$ cat src/design/saec_map.svh
// Register offsets, field positions, reset values and timing counts
`ifndef SAEC_MAP_SVH
`define SAEC_MAP_SVH

// ============================================================
// Register offsets (byte addresses)
`define SAEC_ADDR_CTRL2         8'h00
`define SAEC_ADDR_CTRL1         8'h04
`define SAEC_ADDR_STATUS        8'h08
`define SAEC_ADDR_TXDATA        8'h0C
`define SAEC_ADDR_RXDATA        8'h10

// ============================================================
// Control register 2 field positions
`define SAEC_BIT_SIGN_EXT       15
`define SAEC_BIT_FRAME_ERROR_FLAG_EN      12
`define SAEC_BIT_ROV_EN         11
`define SAEC_BIT_TUR_EN         10
`define SAEC_BIT_IGN_ROV        9
`define SAEC_BIT_IGN_TUR        8
`define SAEC_BIT_AUD_EN         7
`define SAEC_BIT_MONO           3
`define SAEC_FLD_MODE_HI        1
`define SAEC_FLD_MODE_LO        0
`define SAEC_CTRL2_WMASK        32'h0000_9F8B

// ============================================================
// Control register 1 and status fields
`define SAEC_BIT_ON             0
`define SAEC_BIT_HALT           3
`define SAEC_BIT_FRAME_ERROR_FLAG         2
`define SAEC_BIT_ROV            1
`define SAEC_BIT_TUR            0

// ============================================================
// Reset values
`define SAEC_RST_CTRL2          32'h0000_0000
`define SAEC_RST_CTRL1          32'h0000_0000

// ============================================================
// Timing: link clock period in bench, for reference
`define SAEC_LINK_PERIOD_NS     32
`define SAEC_SYS_PERIOD_NS      4

`endif

$ cat src/design/saec_pkg.sv
// Types shared by the serial audio error control block
package saec_pkg;

    typedef enum logic [1:0]
    {
        SAEC_FRAME_I2S,
        SAEC_FRAME_LEFT,
        SAEC_FRAME_RIGHT,
        SAEC_FRAME_PCM
    } saec_framing_e;

    typedef enum logic [1:0]
    {
        SAEC_ST_IDLE,
        SAEC_ST_RUN,
        SAEC_ST_HALT
    } saec_state_e;

endpackage

$ cat src/design/saec_sync.sv
// Two-flop synchroniser for signals from outside the clock domain
`timescale 1ns/1ps

module saec_sync
#(
    parameter int WIDTH = 1
)
(
    input  wire logic             i_clk_sys,
    input  wire logic             i_rst_b,
    input  wire logic [WIDTH-1:0] i_async,
    output logic      [WIDTH-1:0] o_sync
);

    logic [WIDTH-1:0] meta;

    initial
    begin
        if (WIDTH < 1)
        begin
            $error("saec_sync: WIDTH must be at least 1");
        end
    end

    // ============================================================
    // First stage is read only by the second stage
    always_ff @(posedge i_clk_sys or negedge i_rst_b)
    begin
        if (!i_rst_b)
        begin
            meta   <= '0;
            o_sync <= '0;
        end
        else
        begin
            meta   <= i_async;
            o_sync <= meta;
        end
    end

endmodule

$ cat src/design/saec_top.sv
// Serial audio error control: control register 2 and its effects on the serial unit
// ============================================================
//
// Chosen here: strobed register access and the address map.
`timescale 1ns/1ps

`include "saec_map.svh"

module saec_top
#(
    parameter int DATA_W = 16
)
(
    input  wire logic              i_clk_sys,
    input  wire logic              i_rst_b,
    input  wire logic [7:0]        i_addr,
    input  wire logic [31:0]       i_wdata,
    input  wire logic              i_wr,
    input  wire logic              i_rd,
    output logic      [31:0]       o_rdata,
    input  wire logic              i_link_clk,
    input  wire logic              i_link_frame,
    input  wire logic              i_link_sdi,
    output logic                   o_link_sdo,
    output logic                   o_link_slot_right,
    output logic [1:0]             o_framing,
    output logic                   o_audio_active,
    output logic                   o_error_event
);

    // ============================================================
    // Register state
    logic                  rx_sign_extend;
    logic                  frame_error_event_enable;
    logic                  rx_overflow_event_enable;
    logic                  tx_underrun_event_enable;
    logic                  ignore_rx_overflow;
    logic                  ignore_tx_underrun;
    logic                  audio_protocol_enable;
    logic                  audio_mono_select;
    logic [1:0]            audio_framing_select;
    logic                  module_on;
    logic                  frame_error_flag;
    logic                  rx_overflow_flag;
    logic                  tx_underrun_flag;
    logic                  halted;
    logic [DATA_W-1:0]     transmit_buffer;
    logic                  tx_full;
    logic [DATA_W-1:0]     rx_hold;
    logic                  rx_full;
    logic [DATA_W-1:0]     tx_shift;
    logic [DATA_W-1:0]     rx_shift;
    logic [$clog2(DATA_W+1)-1:0] bit_cnt;
    logic                  slot_right;
    logic                  mono_repeat;
    logic [DATA_W-1:0]     mono_word;
    logic [31:0]           next_rdata;
    logic [31:0]           rx_word;
    saec_pkg::saec_state_e state;
    logic                  clk_s;
    logic                  frame_s;
    logic                  sdi_s;
    logic                  clk_d;
    logic                  frame_d;
    logic                  sck_rise;
    logic                  sck_fall;
    logic                  frame_edge;
    logic                  word_done;
    logic                  frame_err_evt;
    logic                  rov_evt;
    logic                  tur_evt;
    logic                  eff_mono;
    logic                  sw_rx_pop;
    logic                  sw_tx_push;
    logic                  frame_arm;
    localparam int         CNT_W = $clog2(DATA_W+1);

    initial
    begin
        if (DATA_W < 2 || DATA_W > 32)
        begin
            $error("saec_top: DATA_W must be 2 to 32");
        end
    end

    // ============================================================
    // Pin synchronisers
    saec_sync #(.WIDTH(3)) u_sync
    (
        .i_clk_sys (i_clk_sys),
        .i_rst_b   (i_rst_b),
        .i_async   ({i_link_clk, i_link_frame, i_link_sdi}),
        .o_sync    ({clk_s, frame_s, sdi_s})
    );

    always_ff @(posedge i_clk_sys or negedge i_rst_b)
    begin
        if (!i_rst_b)
        begin
            clk_d     <= 1'b0;
            frame_d   <= 1'b0;
            frame_arm <= 1'b0;
        end
        else
        begin
            clk_d   <= clk_s;
            frame_d <= frame_s;
            // Frame level moves well before the bit clock edge that opens the slot
            if (sck_rise)
            begin
                frame_arm <= 1'b0;
            end
            else if (frame_s ^ frame_d)
            begin
                frame_arm <= 1'b1;
            end
        end
    end

    assign sck_rise   = clk_s & ~clk_d;
    assign sck_fall   = ~clk_s & clk_d;
    // Audio framing keys on any edge of the word select; plain mode on frame start
    assign frame_edge = sck_rise & (frame_arm | (frame_s ^ frame_d))
                        & (audio_protocol_enable | frame_s);
    assign word_done  = sck_rise && (bit_cnt == CNT_W'(DATA_W - 1));

    // ============================================================
    // Mode decode
    assign eff_mono          = audio_protocol_enable & audio_mono_select;
    assign o_framing         = audio_protocol_enable ? audio_framing_select : 2'h0;
    assign o_audio_active    = audio_protocol_enable & module_on;
    assign o_link_slot_right = slot_right;
    assign sw_rx_pop  = i_rd && (i_addr == `SAEC_ADDR_RXDATA);
    assign sw_tx_push = i_wr && (i_addr == `SAEC_ADDR_TXDATA);

    // ============================================================
    // Control register 2
    always_ff @(posedge i_clk_sys or negedge i_rst_b)
    begin
        if (!i_rst_b)
        begin
            rx_sign_extend           <= 1'b0;
            frame_error_event_enable <= 1'b0;
            rx_overflow_event_enable <= 1'b0;
            tx_underrun_event_enable <= 1'b0;
            ignore_rx_overflow       <= 1'b0;
            ignore_tx_underrun       <= 1'b0;
            audio_protocol_enable    <= 1'b0;
            audio_mono_select        <= 1'b0;
            audio_framing_select     <= 2'h0;
        end
        else if (i_wr && i_addr == `SAEC_ADDR_CTRL2)
        begin
            rx_sign_extend           <= i_wdata[`SAEC_BIT_SIGN_EXT];
            frame_error_event_enable <= i_wdata[`SAEC_BIT_FRAME_ERROR_FLAG_EN];
            rx_overflow_event_enable <= i_wdata[`SAEC_BIT_ROV_EN];
            tx_underrun_event_enable <= i_wdata[`SAEC_BIT_TUR_EN];
            ignore_rx_overflow       <= i_wdata[`SAEC_BIT_IGN_ROV];
            ignore_tx_underrun       <= i_wdata[`SAEC_BIT_IGN_TUR];
            // Writes to audio fields are dropped while the module runs
            if (!module_on)
            begin
                audio_protocol_enable <= i_wdata[`SAEC_BIT_AUD_EN];
                audio_mono_select     <= i_wdata[`SAEC_BIT_MONO];
                audio_framing_select  <= i_wdata[`SAEC_FLD_MODE_HI:`SAEC_FLD_MODE_LO];
            end
        end
    end

    // ============================================================
    // Control register 1: module enable
    always_ff @(posedge i_clk_sys or negedge i_rst_b)
    begin
        if (!i_rst_b)
        begin
            module_on <= 1'b0;
        end
        else if (i_wr && i_addr == `SAEC_ADDR_CTRL1)
        begin
            module_on <= i_wdata[`SAEC_BIT_ON];
        end
    end

    // ============================================================
    // Serial state: halt on critical errors, restart by re-enabling
    always_ff @(posedge i_clk_sys or negedge i_rst_b)
    begin
        if (!i_rst_b)
        begin
            state <= saec_pkg::SAEC_ST_IDLE;
        end
        else
        begin
            case (state)
                saec_pkg::SAEC_ST_IDLE:
                begin
                    if (module_on)
                    begin
                        state <= saec_pkg::SAEC_ST_RUN;
                    end
                end
                saec_pkg::SAEC_ST_RUN:
                begin
                    if (!module_on)
                    begin
                        state <= saec_pkg::SAEC_ST_IDLE;
                    end
                    else if ((rov_evt && !ignore_rx_overflow) ||
                             (tur_evt && !ignore_tx_underrun))
                    begin
                        state <= saec_pkg::SAEC_ST_HALT;
                    end
                end
                saec_pkg::SAEC_ST_HALT:
                begin
                    if (!module_on)
                    begin
                        state <= saec_pkg::SAEC_ST_IDLE;
                    end
                end
                default:
                begin
                    state <= saec_pkg::SAEC_ST_IDLE;
                end
            endcase
        end
    end

    assign halted = (state == saec_pkg::SAEC_ST_HALT);

    // ============================================================
    // Error detection
    assign frame_err_evt = (state == saec_pkg::SAEC_ST_RUN) && frame_edge
                           && (bit_cnt != '0);
    assign rov_evt = (state == saec_pkg::SAEC_ST_RUN) && word_done && rx_full && !sw_rx_pop;
    assign tur_evt = (state == saec_pkg::SAEC_ST_RUN) && sck_rise && frame_edge
                     && !tx_full && !mono_repeat;

    // ============================================================
    // Sticky flags; a set in the clearing cycle wins
    always_ff @(posedge i_clk_sys or negedge i_rst_b)
    begin
        if (!i_rst_b)
        begin
            frame_error_flag <= 1'b0;
            rx_overflow_flag <= 1'b0;
            tx_underrun_flag <= 1'b0;
        end
        else
        begin
            if (i_wr && i_addr == `SAEC_ADDR_STATUS)
            begin
                frame_error_flag <= frame_error_flag & ~i_wdata[`SAEC_BIT_FRAME_ERROR_FLAG];
                rx_overflow_flag <= rx_overflow_flag & ~i_wdata[`SAEC_BIT_ROV];
                tx_underrun_flag <= tx_underrun_flag & ~i_wdata[`SAEC_BIT_TUR];
            end
            if (frame_err_evt)
            begin
                frame_error_flag <= 1'b1;
            end
            if (rov_evt)
            begin
                rx_overflow_flag <= 1'b1;
            end
            if (tur_evt)
            begin
                tx_underrun_flag <= 1'b1;
            end
        end
    end

    // ============================================================
    // Error event output, enabled events OR-ed into one registered pulse per cycle
    always_ff @(posedge i_clk_sys or negedge i_rst_b)
    begin
        if (!i_rst_b)
        begin
            o_error_event <= 1'b0;
        end
        else
        begin
            o_error_event <= (frame_err_evt & frame_error_event_enable)
                           | (rov_evt & rx_overflow_event_enable)
                           | (tur_evt & tx_underrun_event_enable);
        end
    end

    // ============================================================
    // Transmit buffer and shifter
    always_ff @(posedge i_clk_sys or negedge i_rst_b)
    begin
        if (!i_rst_b)
        begin
            transmit_buffer <= '0;
            tx_full         <= 1'b0;
            tx_shift        <= '0;
            mono_word       <= '0;
            mono_repeat     <= 1'b0;
            slot_right      <= 1'b0;
            bit_cnt         <= '0;
            o_link_sdo      <= 1'b0;
        end
        else
        begin
            if (sw_tx_push && !tx_full)
            begin
                transmit_buffer <= i_wdata[DATA_W-1:0];
                tx_full         <= 1'b1;
            end
            if (state != saec_pkg::SAEC_ST_RUN)
            begin
                bit_cnt     <= '0;
                mono_repeat <= 1'b0;
                o_link_sdo  <= 1'b0;
            end
            else if (frame_edge)
            begin
                // The slot edge itself carries the first bit
                bit_cnt    <= CNT_W'(1);
                slot_right <= audio_protocol_enable ? frame_s : 1'b0;
                if (mono_repeat)
                begin
                    // Second slot repeats the word sent in the slot before
                    tx_shift    <= mono_word;
                    mono_repeat <= 1'b0;
                end
                else if (tx_full)
                begin
                    tx_shift    <= transmit_buffer;
                    mono_word   <= transmit_buffer;
                    mono_repeat <= eff_mono;
                    tx_full     <= sw_tx_push;
                    if (sw_tx_push)
                    begin
                        transmit_buffer <= i_wdata[DATA_W-1:0];
                    end
                end
                else
                begin
                    // Underrun with ignore set sends zeros until data arrives
                    tx_shift <= '0;
                end
            end
            else
            begin
                if (sck_rise)
                begin
                    // Wrap at word end so the next slot edge is no frame error
                    bit_cnt <= word_done ? '0 : bit_cnt + 1'b1;
                end
                if (sck_fall)
                begin
                    o_link_sdo <= tx_shift[DATA_W-1];
                    tx_shift   <= {tx_shift[DATA_W-2:0], 1'b0};
                end
            end
        end
    end

    // ============================================================
    // Receive shifter and hold word
    always_ff @(posedge i_clk_sys or negedge i_rst_b)
    begin
        if (!i_rst_b)
        begin
            rx_shift <= '0;
            rx_hold  <= '0;
            rx_full  <= 1'b0;
        end
        else
        begin
            if (sw_rx_pop)
            begin
                rx_full <= 1'b0;
            end
            if (state == saec_pkg::SAEC_ST_RUN && sck_rise)
            begin
                rx_shift <= {rx_shift[DATA_W-2:0], sdi_s};
                if (word_done && (!rx_full || sw_rx_pop))
                begin
                    rx_hold <= {rx_shift[DATA_W-2:0], sdi_s};
                    rx_full <= 1'b1;
                end
                // On overflow the held word is kept, never overwritten
            end
        end
    end

    // ============================================================
    // Read data
    always_comb
    begin
        rx_word = '0;
        rx_word[DATA_W-1:0] = rx_hold;
        if (rx_sign_extend)
        begin
            rx_word[31:DATA_W-1] = {(33-DATA_W){rx_hold[DATA_W-1]}};
        end
        next_rdata = 32'h0000_0000;
        case (i_addr)
            `SAEC_ADDR_CTRL2:
            begin
                next_rdata[`SAEC_BIT_SIGN_EXT]  = rx_sign_extend;
                next_rdata[`SAEC_BIT_FRAME_ERROR_FLAG_EN] = frame_error_event_enable;
                next_rdata[`SAEC_BIT_ROV_EN]    = rx_overflow_event_enable;
                next_rdata[`SAEC_BIT_TUR_EN]    = tx_underrun_event_enable;
                next_rdata[`SAEC_BIT_IGN_ROV]   = ignore_rx_overflow;
                next_rdata[`SAEC_BIT_IGN_TUR]   = ignore_tx_underrun;
                next_rdata[`SAEC_BIT_AUD_EN]    = audio_protocol_enable;
                next_rdata[`SAEC_BIT_MONO]      = audio_mono_select;
                next_rdata[`SAEC_FLD_MODE_HI:`SAEC_FLD_MODE_LO] = audio_framing_select;
            end
            `SAEC_ADDR_CTRL1:
            begin
                next_rdata[`SAEC_BIT_ON] = module_on;
            end
            `SAEC_ADDR_STATUS:
            begin
                next_rdata[`SAEC_BIT_HALT]   = halted;
                next_rdata[`SAEC_BIT_FRAME_ERROR_FLAG] = frame_error_flag;
                next_rdata[`SAEC_BIT_ROV]    = rx_overflow_flag;
                next_rdata[`SAEC_BIT_TUR]    = tx_underrun_flag;
            end
            `SAEC_ADDR_RXDATA:
            begin
                next_rdata = rx_word;
            end
            default:
            begin
                next_rdata = 32'h0000_0000;
            end
        endcase
    end

    always_ff @(posedge i_clk_sys or negedge i_rst_b)
    begin
        if (!i_rst_b)
        begin
            o_rdata <= 32'h0000_0000;
        end
        else
        begin
            o_rdata <= i_rd ? next_rdata : 32'h0000_0000;
        end
    end

endmodule

$ cat config.mk
export PLATFORM = sky130hd
export DESIGN_NAME = saec_top
export DESIGN_NICKNAME = d
export VERILOG_FILES = /design/src/design/saec_pkg.sv /design/src/design/saec_sync.sv /design/src/design/saec_top.sv
export VERILOG_INCLUDE_DIRS = /design/src /design/src/design
export SDC_FILE = /design/constraint.sdc
export NUM_CORES = 1
export LEC_CHECK = 0
export BUFFER_PORTS_ARGS = -buffer_cell sky130_fd_sc_hd__buf_4
export CAP_MARGIN = 20
export CORE_MARGIN = 3
export CORE_UTILIZATION = 51
export DETAILED_ROUTE_END_ITERATION = 10
export PLACE_DENSITY = 0.77
export RECOVER_POWER = 25
export SYNTH_ARGS = -nofsm -noshare
export SYNTH_HDL_FRONTEND = slang
export SYNTH_SLANG_ARGS = --single-unit
export TNS_END_PERCENT = 10
$ cat constraint.sdc
create_clock -name i_clk_sys -period 1.9 [get_ports i_clk_sys]
set_input_delay 0.19 -clock i_clk_sys [delete_from_list [all_inputs] [get_ports i_clk_sys]]
set_output_delay 0.19 -clock i_clk_sys [all_outputs]
set_load 0.01 [all_outputs]
==> results of run 1 <==
-- cell usage after synthesis (3+ instances only) --
cell      count  area share (%)
inv_1         4            0.27
or3_1         3            0.33
nor3b_1       4            0.53
a22oi_1      14             1.9
a221o_1      15             2.7
mux2_2       54              11
mux2i_1       4            0.71
clkbuf_1     14            0.94
o21ai_0       8            0.71
mux2_4       10             2.7
nand2_1      13            0.87
a22o_1        7             1.1
and2_1        8            0.89
nand3_1       7            0.62
mux2_1       10             2.0
nand3b_1      7            0.94
nor2_1       24             1.6
nand2b_1      6            0.67
a21oi_1       5            0.45
buf_4        17             2.3
o21a_1        3            0.40
dfrtp_1     132              59
nor3_1        5            0.45
nor2b_1       4            0.45
-- routing by layer --
layer  wire length (um)  GRT usage [%]  vias up  share of wire [%]
met1               5380           26.4     1965                 42
li1                   -              -     1749                  -
met2               6720           35.6       87                 53
met3                442           5.08       25                3.5
met4                252           9.20        0                2.0
met5                  0              0        -                  0
-- critical path, stage by stage, from the launching register on --
cell and delay [ps]:
dfrtp_1 390, and4bb_2 360, o2111ai_4 150, a211oi_4 240
buf_6 160, clkbuf_16 150, mux2_1 310
-- layout make-up --
| class | count | area share [%] |
|---|---|---|
| inverters | 4 | 0.203 |
| flip-flops and latches | 132 | 44.7 |
| clock buffers | 18 | 5.79 |
| multi-input cells | 246 | 28.6 |
| well taps | 136 | 2.30 |
| repair buffers | 129 | 15.0 |
| clock inverters | 13 | 3.43 |
-- cell families (layout without fill, tap and decap cells) --
logic type | count (synthesis) | count (layout) | share of synthesized area [%]
DFF | 132 | 132 | 58.8
and+or+nand+nor | 96 | 96 | 9.84
muxes | 78 | 78 | 16.2
AOI/OAI and AO/OA | 68 | 68 | 10.2
buffers and inverters | 40 | 164 | 4.12
adders and majority gates | 3 | 3 | 0.624
xor gates and xnor gates | 1 | 1 | 0.156
-- report_power, final --
part / switching [mW] / leakage (nW) / total, mW / internal (mW)
logic: 0.184 / 1.47 / 0.326 / 0.142
clock network: 1.20 / 0.331 / 3.76 / 2.56
registers: 0.0322 / 1.80 / 2.88 / 2.85
total: 1.42 / 3.61 / 6.97 / 5.55
-- registers in the layout (all words and copies together) (netlist names), 2 cells and up --
| name | count |
|---|---|
| bit_cnt | 5 |
| state | 2 |
| transmit_buffer | 16 |
| audio_framing_select | 2 |
| u_sync.meta | 3 |
| rx_hold | 16 |
| u_sync.o_sync | 3 |
| o_rdata | 17 |
| mono_word | 16 |
| tx_shift | 16 |
| rx_shift | 15 |
-- placed cells by master (no fill, tap or decap), types with 8 or more instances in the layout --
| cell | n |
|---|---|
| dfrtp_1 | 132 |
| dlygate4sd3_1 | 21 |
| a22oi_1 | 14 |
| mux2_4 | 15 |
| a221o_1 | 15 |
| mux2_2 | 52 |
| nor2_1 | 24 |
| o21ai_0 | 8 |
| buf_4 | 93 |
| nand2_1 | 13 |
| and2_1 | 8 |
| clkbuf_16 | 18 |
-- worst paths after layout --
| kind | start | endpoint | slack (ps) | cells past startpoint |
|---|---|---|---|---|
| min in group asynchronous | i_rst_b | frame_arm | 390 | 2 |
| max in group asynchronous | i_rst_b | mono_word[3] | 370 | 3 |
| setup reg to reg | state[1] | transmit_buffer[5] | 1 | 6 |
| hold reg to reg | u_sync.meta[2] | u_sync.o_sync[2] | 350 | 0 |
| setup / recovery | state[1] | transmit_buffer[5] | 1 | 6 |
| hold / removal | i_addr[2] | o_rdata[3] | 30 | 3 |
-- what timing repair did --
action | CTS | global route
resized for setup | 2 | 8
hold endpoints to repair | 69 | 1
buffers inserted | 0 | 7
cloned | 0 | 2
pin swaps | 2 | 4
hold buffers | 20 | 1
setup endpoints to repair | 29 | 49
==> key figures, run 1 <==
Worst setup path
  – Worst setup EP type: register
  – Peak fanout along the critical path: 6
  – Req. time, crit path: 2300 ps
  – Crit Path Class: register to register
  – Worst EP arrival: approximately 2300 ps
  – CP Launch Type: register

Global routing
  – Initial antenna violation count: 0
  – Largest net degree at the start of global routing: 42
  – First-pass GRT wire length: 20,600 um
  – GRT Util Overall: 21.3%
  – Vias in the first global route: 4,006
  – Total gr overflow: 0

Run status
  – Run status: completed

CTS
  – CTS buffer count: 17
  – Clk root buf: clkbuf_8
  – Reg clk slew, reported paths: 60 ps
  – Htree depth: 4
  – Clock Path Buffers: 2
  – Clk_lat worst skew: 530 ps
  – CTS tree: yes
  – Sink Count: 132

Floorplan
  – Die ar.: 0.0123 mm^2
  – Die Y: between 100 and 150 um
  – Die width: 111 um
  – Initial Util: 53.5%
  – Boundary Pins: between 80 and 90
  – Num rows: 37
  – Core Box Area: between 0.01 and 0.015 mm^2

Final layout
  – Core Util, Final: 70.4%
  – Design area: between 0.007 and 0.008 mm^2
  – Multi-input gate area in the final layout: ~0.0021 mm^2
  – Share of cells above drive strength 1: 39.7%
  – Final nets: about 580
  – Antenna fix cells: 0
  – Area grow syn2layout: 31.6%
  – Fill cells: 701
  – Area occupied by registers: 0.00330 mm^2
  – Post-Layout Cell Count: about 680

Yosys
  – Post-Syn Instances: 418
  – Post-synthesis sequential area ratio: around three fifths
  – Post-synth EDFFs: 0
  – Synthesized flop and latch total: roughly 130
  – Asr flop ratio synth: between 90% and 100%
  – Avg Synthesized Cell Area: 13.4 um^2
  – Post-synthesis cell area: 0.00562 mm^2
  – Synth warn: 0
  – Unique cell type count in the Yosys netlist: 56
  – Syn nets: 467
  – Ys flop type: dfrtp_1

Flow run
  – Max-Cap Viols: 0

STA
  – Layout Skew: 15.2 ps
  – RSZ-0062 raised after global routing: yes
  – Period utilization: approximately 100%
  – Max Clock Freq: 0.527 GHz
  – Final setup viols: 0
  – Setup TNS: 0 ps
  – Min Tclk post-route: 1900 ps
  – Fin worst setup slack: 1.31 ps
  – Final Hold Viols: 0
  – Slew at the pin with the worst max-slew slack: 1040 ps
  – Final Max Tran Viols: 0
  – Hold Slack: 29.7 ps
  – Max-slew headroom: 30.8%

Placed design
  – Port bufs: 68
  – Placer Congestion: around 0.85
  – Pre-CTS setup slack: -56.9 ps
  – Placed Cells: 617
  – Post-DP HPWL: around 8000 um
  – Area post-placement: 0.00638 mm^2

Detailed routing
  – Via count: 3,826
  – Drt pass-1 iters: 4
  – Drt initial violations: 250
  – DRT antenna net count: 0
  – Drt drc: 0
  – WL per Instance: 18.9 um
  – Final WL: 12,800 um
  – Via/cell ratio: 5.64

Hold path
  – Hold Crit Class: input port to register

Power
  – Total power: 6.97 mW
  – Pwr dens: 942 mW/mm^2
  – Leak Pwr: about 3.6 nW
  – Max VDD drop: just over 0.9 mV
No activity file was read; power rests on OpenSTA's default activity.
==> run 2: changes to the inputs <==
--- a/config.mk
+++ b/config.mk
@@ -10,9 +10,9 @@
 export CAP_MARGIN = 20
 export CORE_MARGIN = 3
 export CORE_UTILIZATION = 51
+export CTS_CLUSTER_SIZE = 40
 export DETAILED_ROUTE_END_ITERATION = 10
 export PLACE_DENSITY = 0.77
-export RECOVER_POWER = 25
 export SYNTH_ARGS = -nofsm -noshare
 export SYNTH_HDL_FRONTEND = slang
 export SYNTH_SLANG_ARGS = --single-unit
==> run 2 against run 1 <==
Non-clock buffer count unchanged. Sequential power is essentially flat. Hold slack better by 6.3 ps. Critical path type unchanged. Critical endpoint unchanged. Largest cell class unchanged.
==> key figures, run 2 (synthesis gave the netlist of run 1 again) <==
Placed design
  – Placed Cells: between 600 and 700
  – Port bufs: 68
  – Area post-placement: 0.00638 mm^2
  – Post-DP HPWL: 8150 um
  – Placer Congestion: 0.851

Final layout
  – Fill cells: 696
  – Area occupied by registers: 0.00330 mm^2
  – Most frequent cells in the layout: dfrtp_1 (132), buf_4 (98), mux2_2 (52)
  – Post-Layout Cell Count: between 600 and 700
  – Share of cells above drive strength 1: 39.9%
  – Most common cell after layout, fill and taps aside: dfrtp_1
  – Antenna fix cells: 0
  – Multi-input gate area in the final layout: 0.00212 mm^2
  – Number of flip-flops under the largest register name: 17
  – Final nets: 579
  – Design area: 0.00743 mm^2
  – Reg with most FFs: o_rdata
  – Area grow syn2layout: 32.2%

Worst setup path
  – Worst EP arrival: 2290 ps
  – Worst setup EP type: register
  – Peak fanout along the critical path: 6
  – Crit Path Class: register to register
  – Req. time, crit path: 2300 ps
  – CP Launch Type: register

Detailed routing
  – WL per Instance: 18.8 um
  – Drt initial violations: 311
  – Via count: between 3,000 and 4,000
  – DRT antenna net count: 0
  – Via/cell ratio: ~5.6
  – Drt drc: 0
  – Drt pass-1 iters: 4
  – Final WL: 12,700 um

Power
  – Max VDD drop: 0.910 mV
  – Leak Pwr: about 3.6 nW
  – Gate power share: under 10%
  – Sw frac: 20.3%
  – Cell internal pwr: 5.56 mW
  – Clk pwr share: around 54%
  – Pwr dens: 939 mW/mm^2
  – Flop pwr share: 41.3%
  – Net Sw Power: 1.42 mW

CTS
  – CTS tree: yes
  – Reg clk slew, reported paths: 60 ps
  – Clock Path Buffers: 2
  – Sink Count: 132
  – Htree depth: 4
  – Clk_lat worst skew: 520 ps
  – CTS buffer count: 17
  – Clk root buf: clkbuf_8

STA
  – Setup TNS: 0 ps
  – Layout Skew: 8.31 ps
  – Hold Slack: 36.0 ps
  – Max-slew headroom: 57.6%
  – Max Clock Freq: ~0.53 GHz
  – Min Tclk post-route: 1900 ps
  – Final Max Tran Viols: 0
  – Period utilization: 99.9%
  – RSZ-0062 raised after global routing: yes
  – Final Hold Viols: 0
  – Final setup viols: 0
  – Slew at the pin with the worst max-slew slack: 631 ps

Floorplan
  – Initial Util: 53.5%
  – Die Y: 111 um
  – Boundary Pins: 85
  – Core Box Area: 0.0105 mm^2
  – Num rows: 37
  – Die width: 111 um
  – Die ar.: 0.0123 mm^2

Global routing
  – Total gr overflow: 0
  – First-pass GRT wire length: 20,600 um
  – GRT Util Overall: 21.3%
  – Vias in the first global route: ~4,000
  – Initial antenna violation count: 0
  – Largest net degree at the start of global routing: 42

Hold path
  – Hold Crit Class: input port to register

Flow run
  – Max-Cap Viols: 0

Run status
  – Run status: completed
run 2: changes by cell type in the layout (fill, tap and decap cells not counted):
cell	delta
buf_12	+2
buf_4	+5
clkbuf_2	-1
clkbuf_1	-1
clkbuf_4	-5
run 2: critical path: stages (launching register included):
cell,delay [ps]
dfrtp_1,390
and4bb_2,360
o2111ai_4,150
a211oi_4,240
buf_6,160
clkbuf_16,150
mux2_1,310
run 2: routing by layer:
layer | wire (um) | track usage, % | up-vias
met1 | 5410 | 26.4 | 1947
met4 | 267 | 9.20 | 0
met3 | 380 | 5.08 | 25
met2 | 6690 | 35.6 | 75
met5 | 0 | 0 | -
li1 | - | - | 1751
run 2: stage by stage:
stage	worst slack (ps)	util, %	total power [mW]
global route	-51.7	70.7	7.20
global placement	-31.2	60.7	3.20
CTS	-35.8	69.1	7.02
finish	2.33	70.7	6.97
floorplan	-63.4	-	3.03
detailed placement	-56.9	60.7	3.22
run 2: repair_timing:
action,CTS,global route
gates resized for setup,2,8
endpoints found under the hold margin,69,1
setup endpoints to repair,29,49
pin swaps,2,4
buffers inserted,0,7
hold buffers,20,1
gates cloned,0,2
run 2: power by group through the flow:
stage                     clock, mW  combinational, mW  sequential, mW
after global routing           3.96              0.366            2.88
after CTS                      3.82              0.325            2.88
after floorplan                   0              0.105            2.92
after detailed placement          0              0.289            2.93
after global placement            0              0.279            2.93
final                          3.76              0.334            2.88
run 2: final cells by class:
type	instances	area share [%]
Clock buffer	18	5.76
Clock inverter	13	3.42
Inverter	4	0.202
Multi-Input combinational cell	246	28.5
Sequential cell	132	44.5
Tap cell	136	2.29
Timing Repair Buffer	129	15.3
run 2: worst paths after layout:
| kind | from | end | slack [ps] | cells after the start |
|---|---|---|---|---|
| min reg2reg | u_sync.meta[2] | u_sync.o_sync[2] | 350 | 0 |
| max | state[1] | transmit_buffer[5] | 2 | 6 |
| min in group asynchronous | i_rst_b | transmit_buffer[4] | 210 | 2 |
| max reg2reg | state[1] | transmit_buffer[5] | 2 | 6 |
| min | i_addr[2] | o_rdata[3] | 40 | 3 |
| max in group asynchronous | i_rst_b | rx_shift[10] | 1080 | 3 |
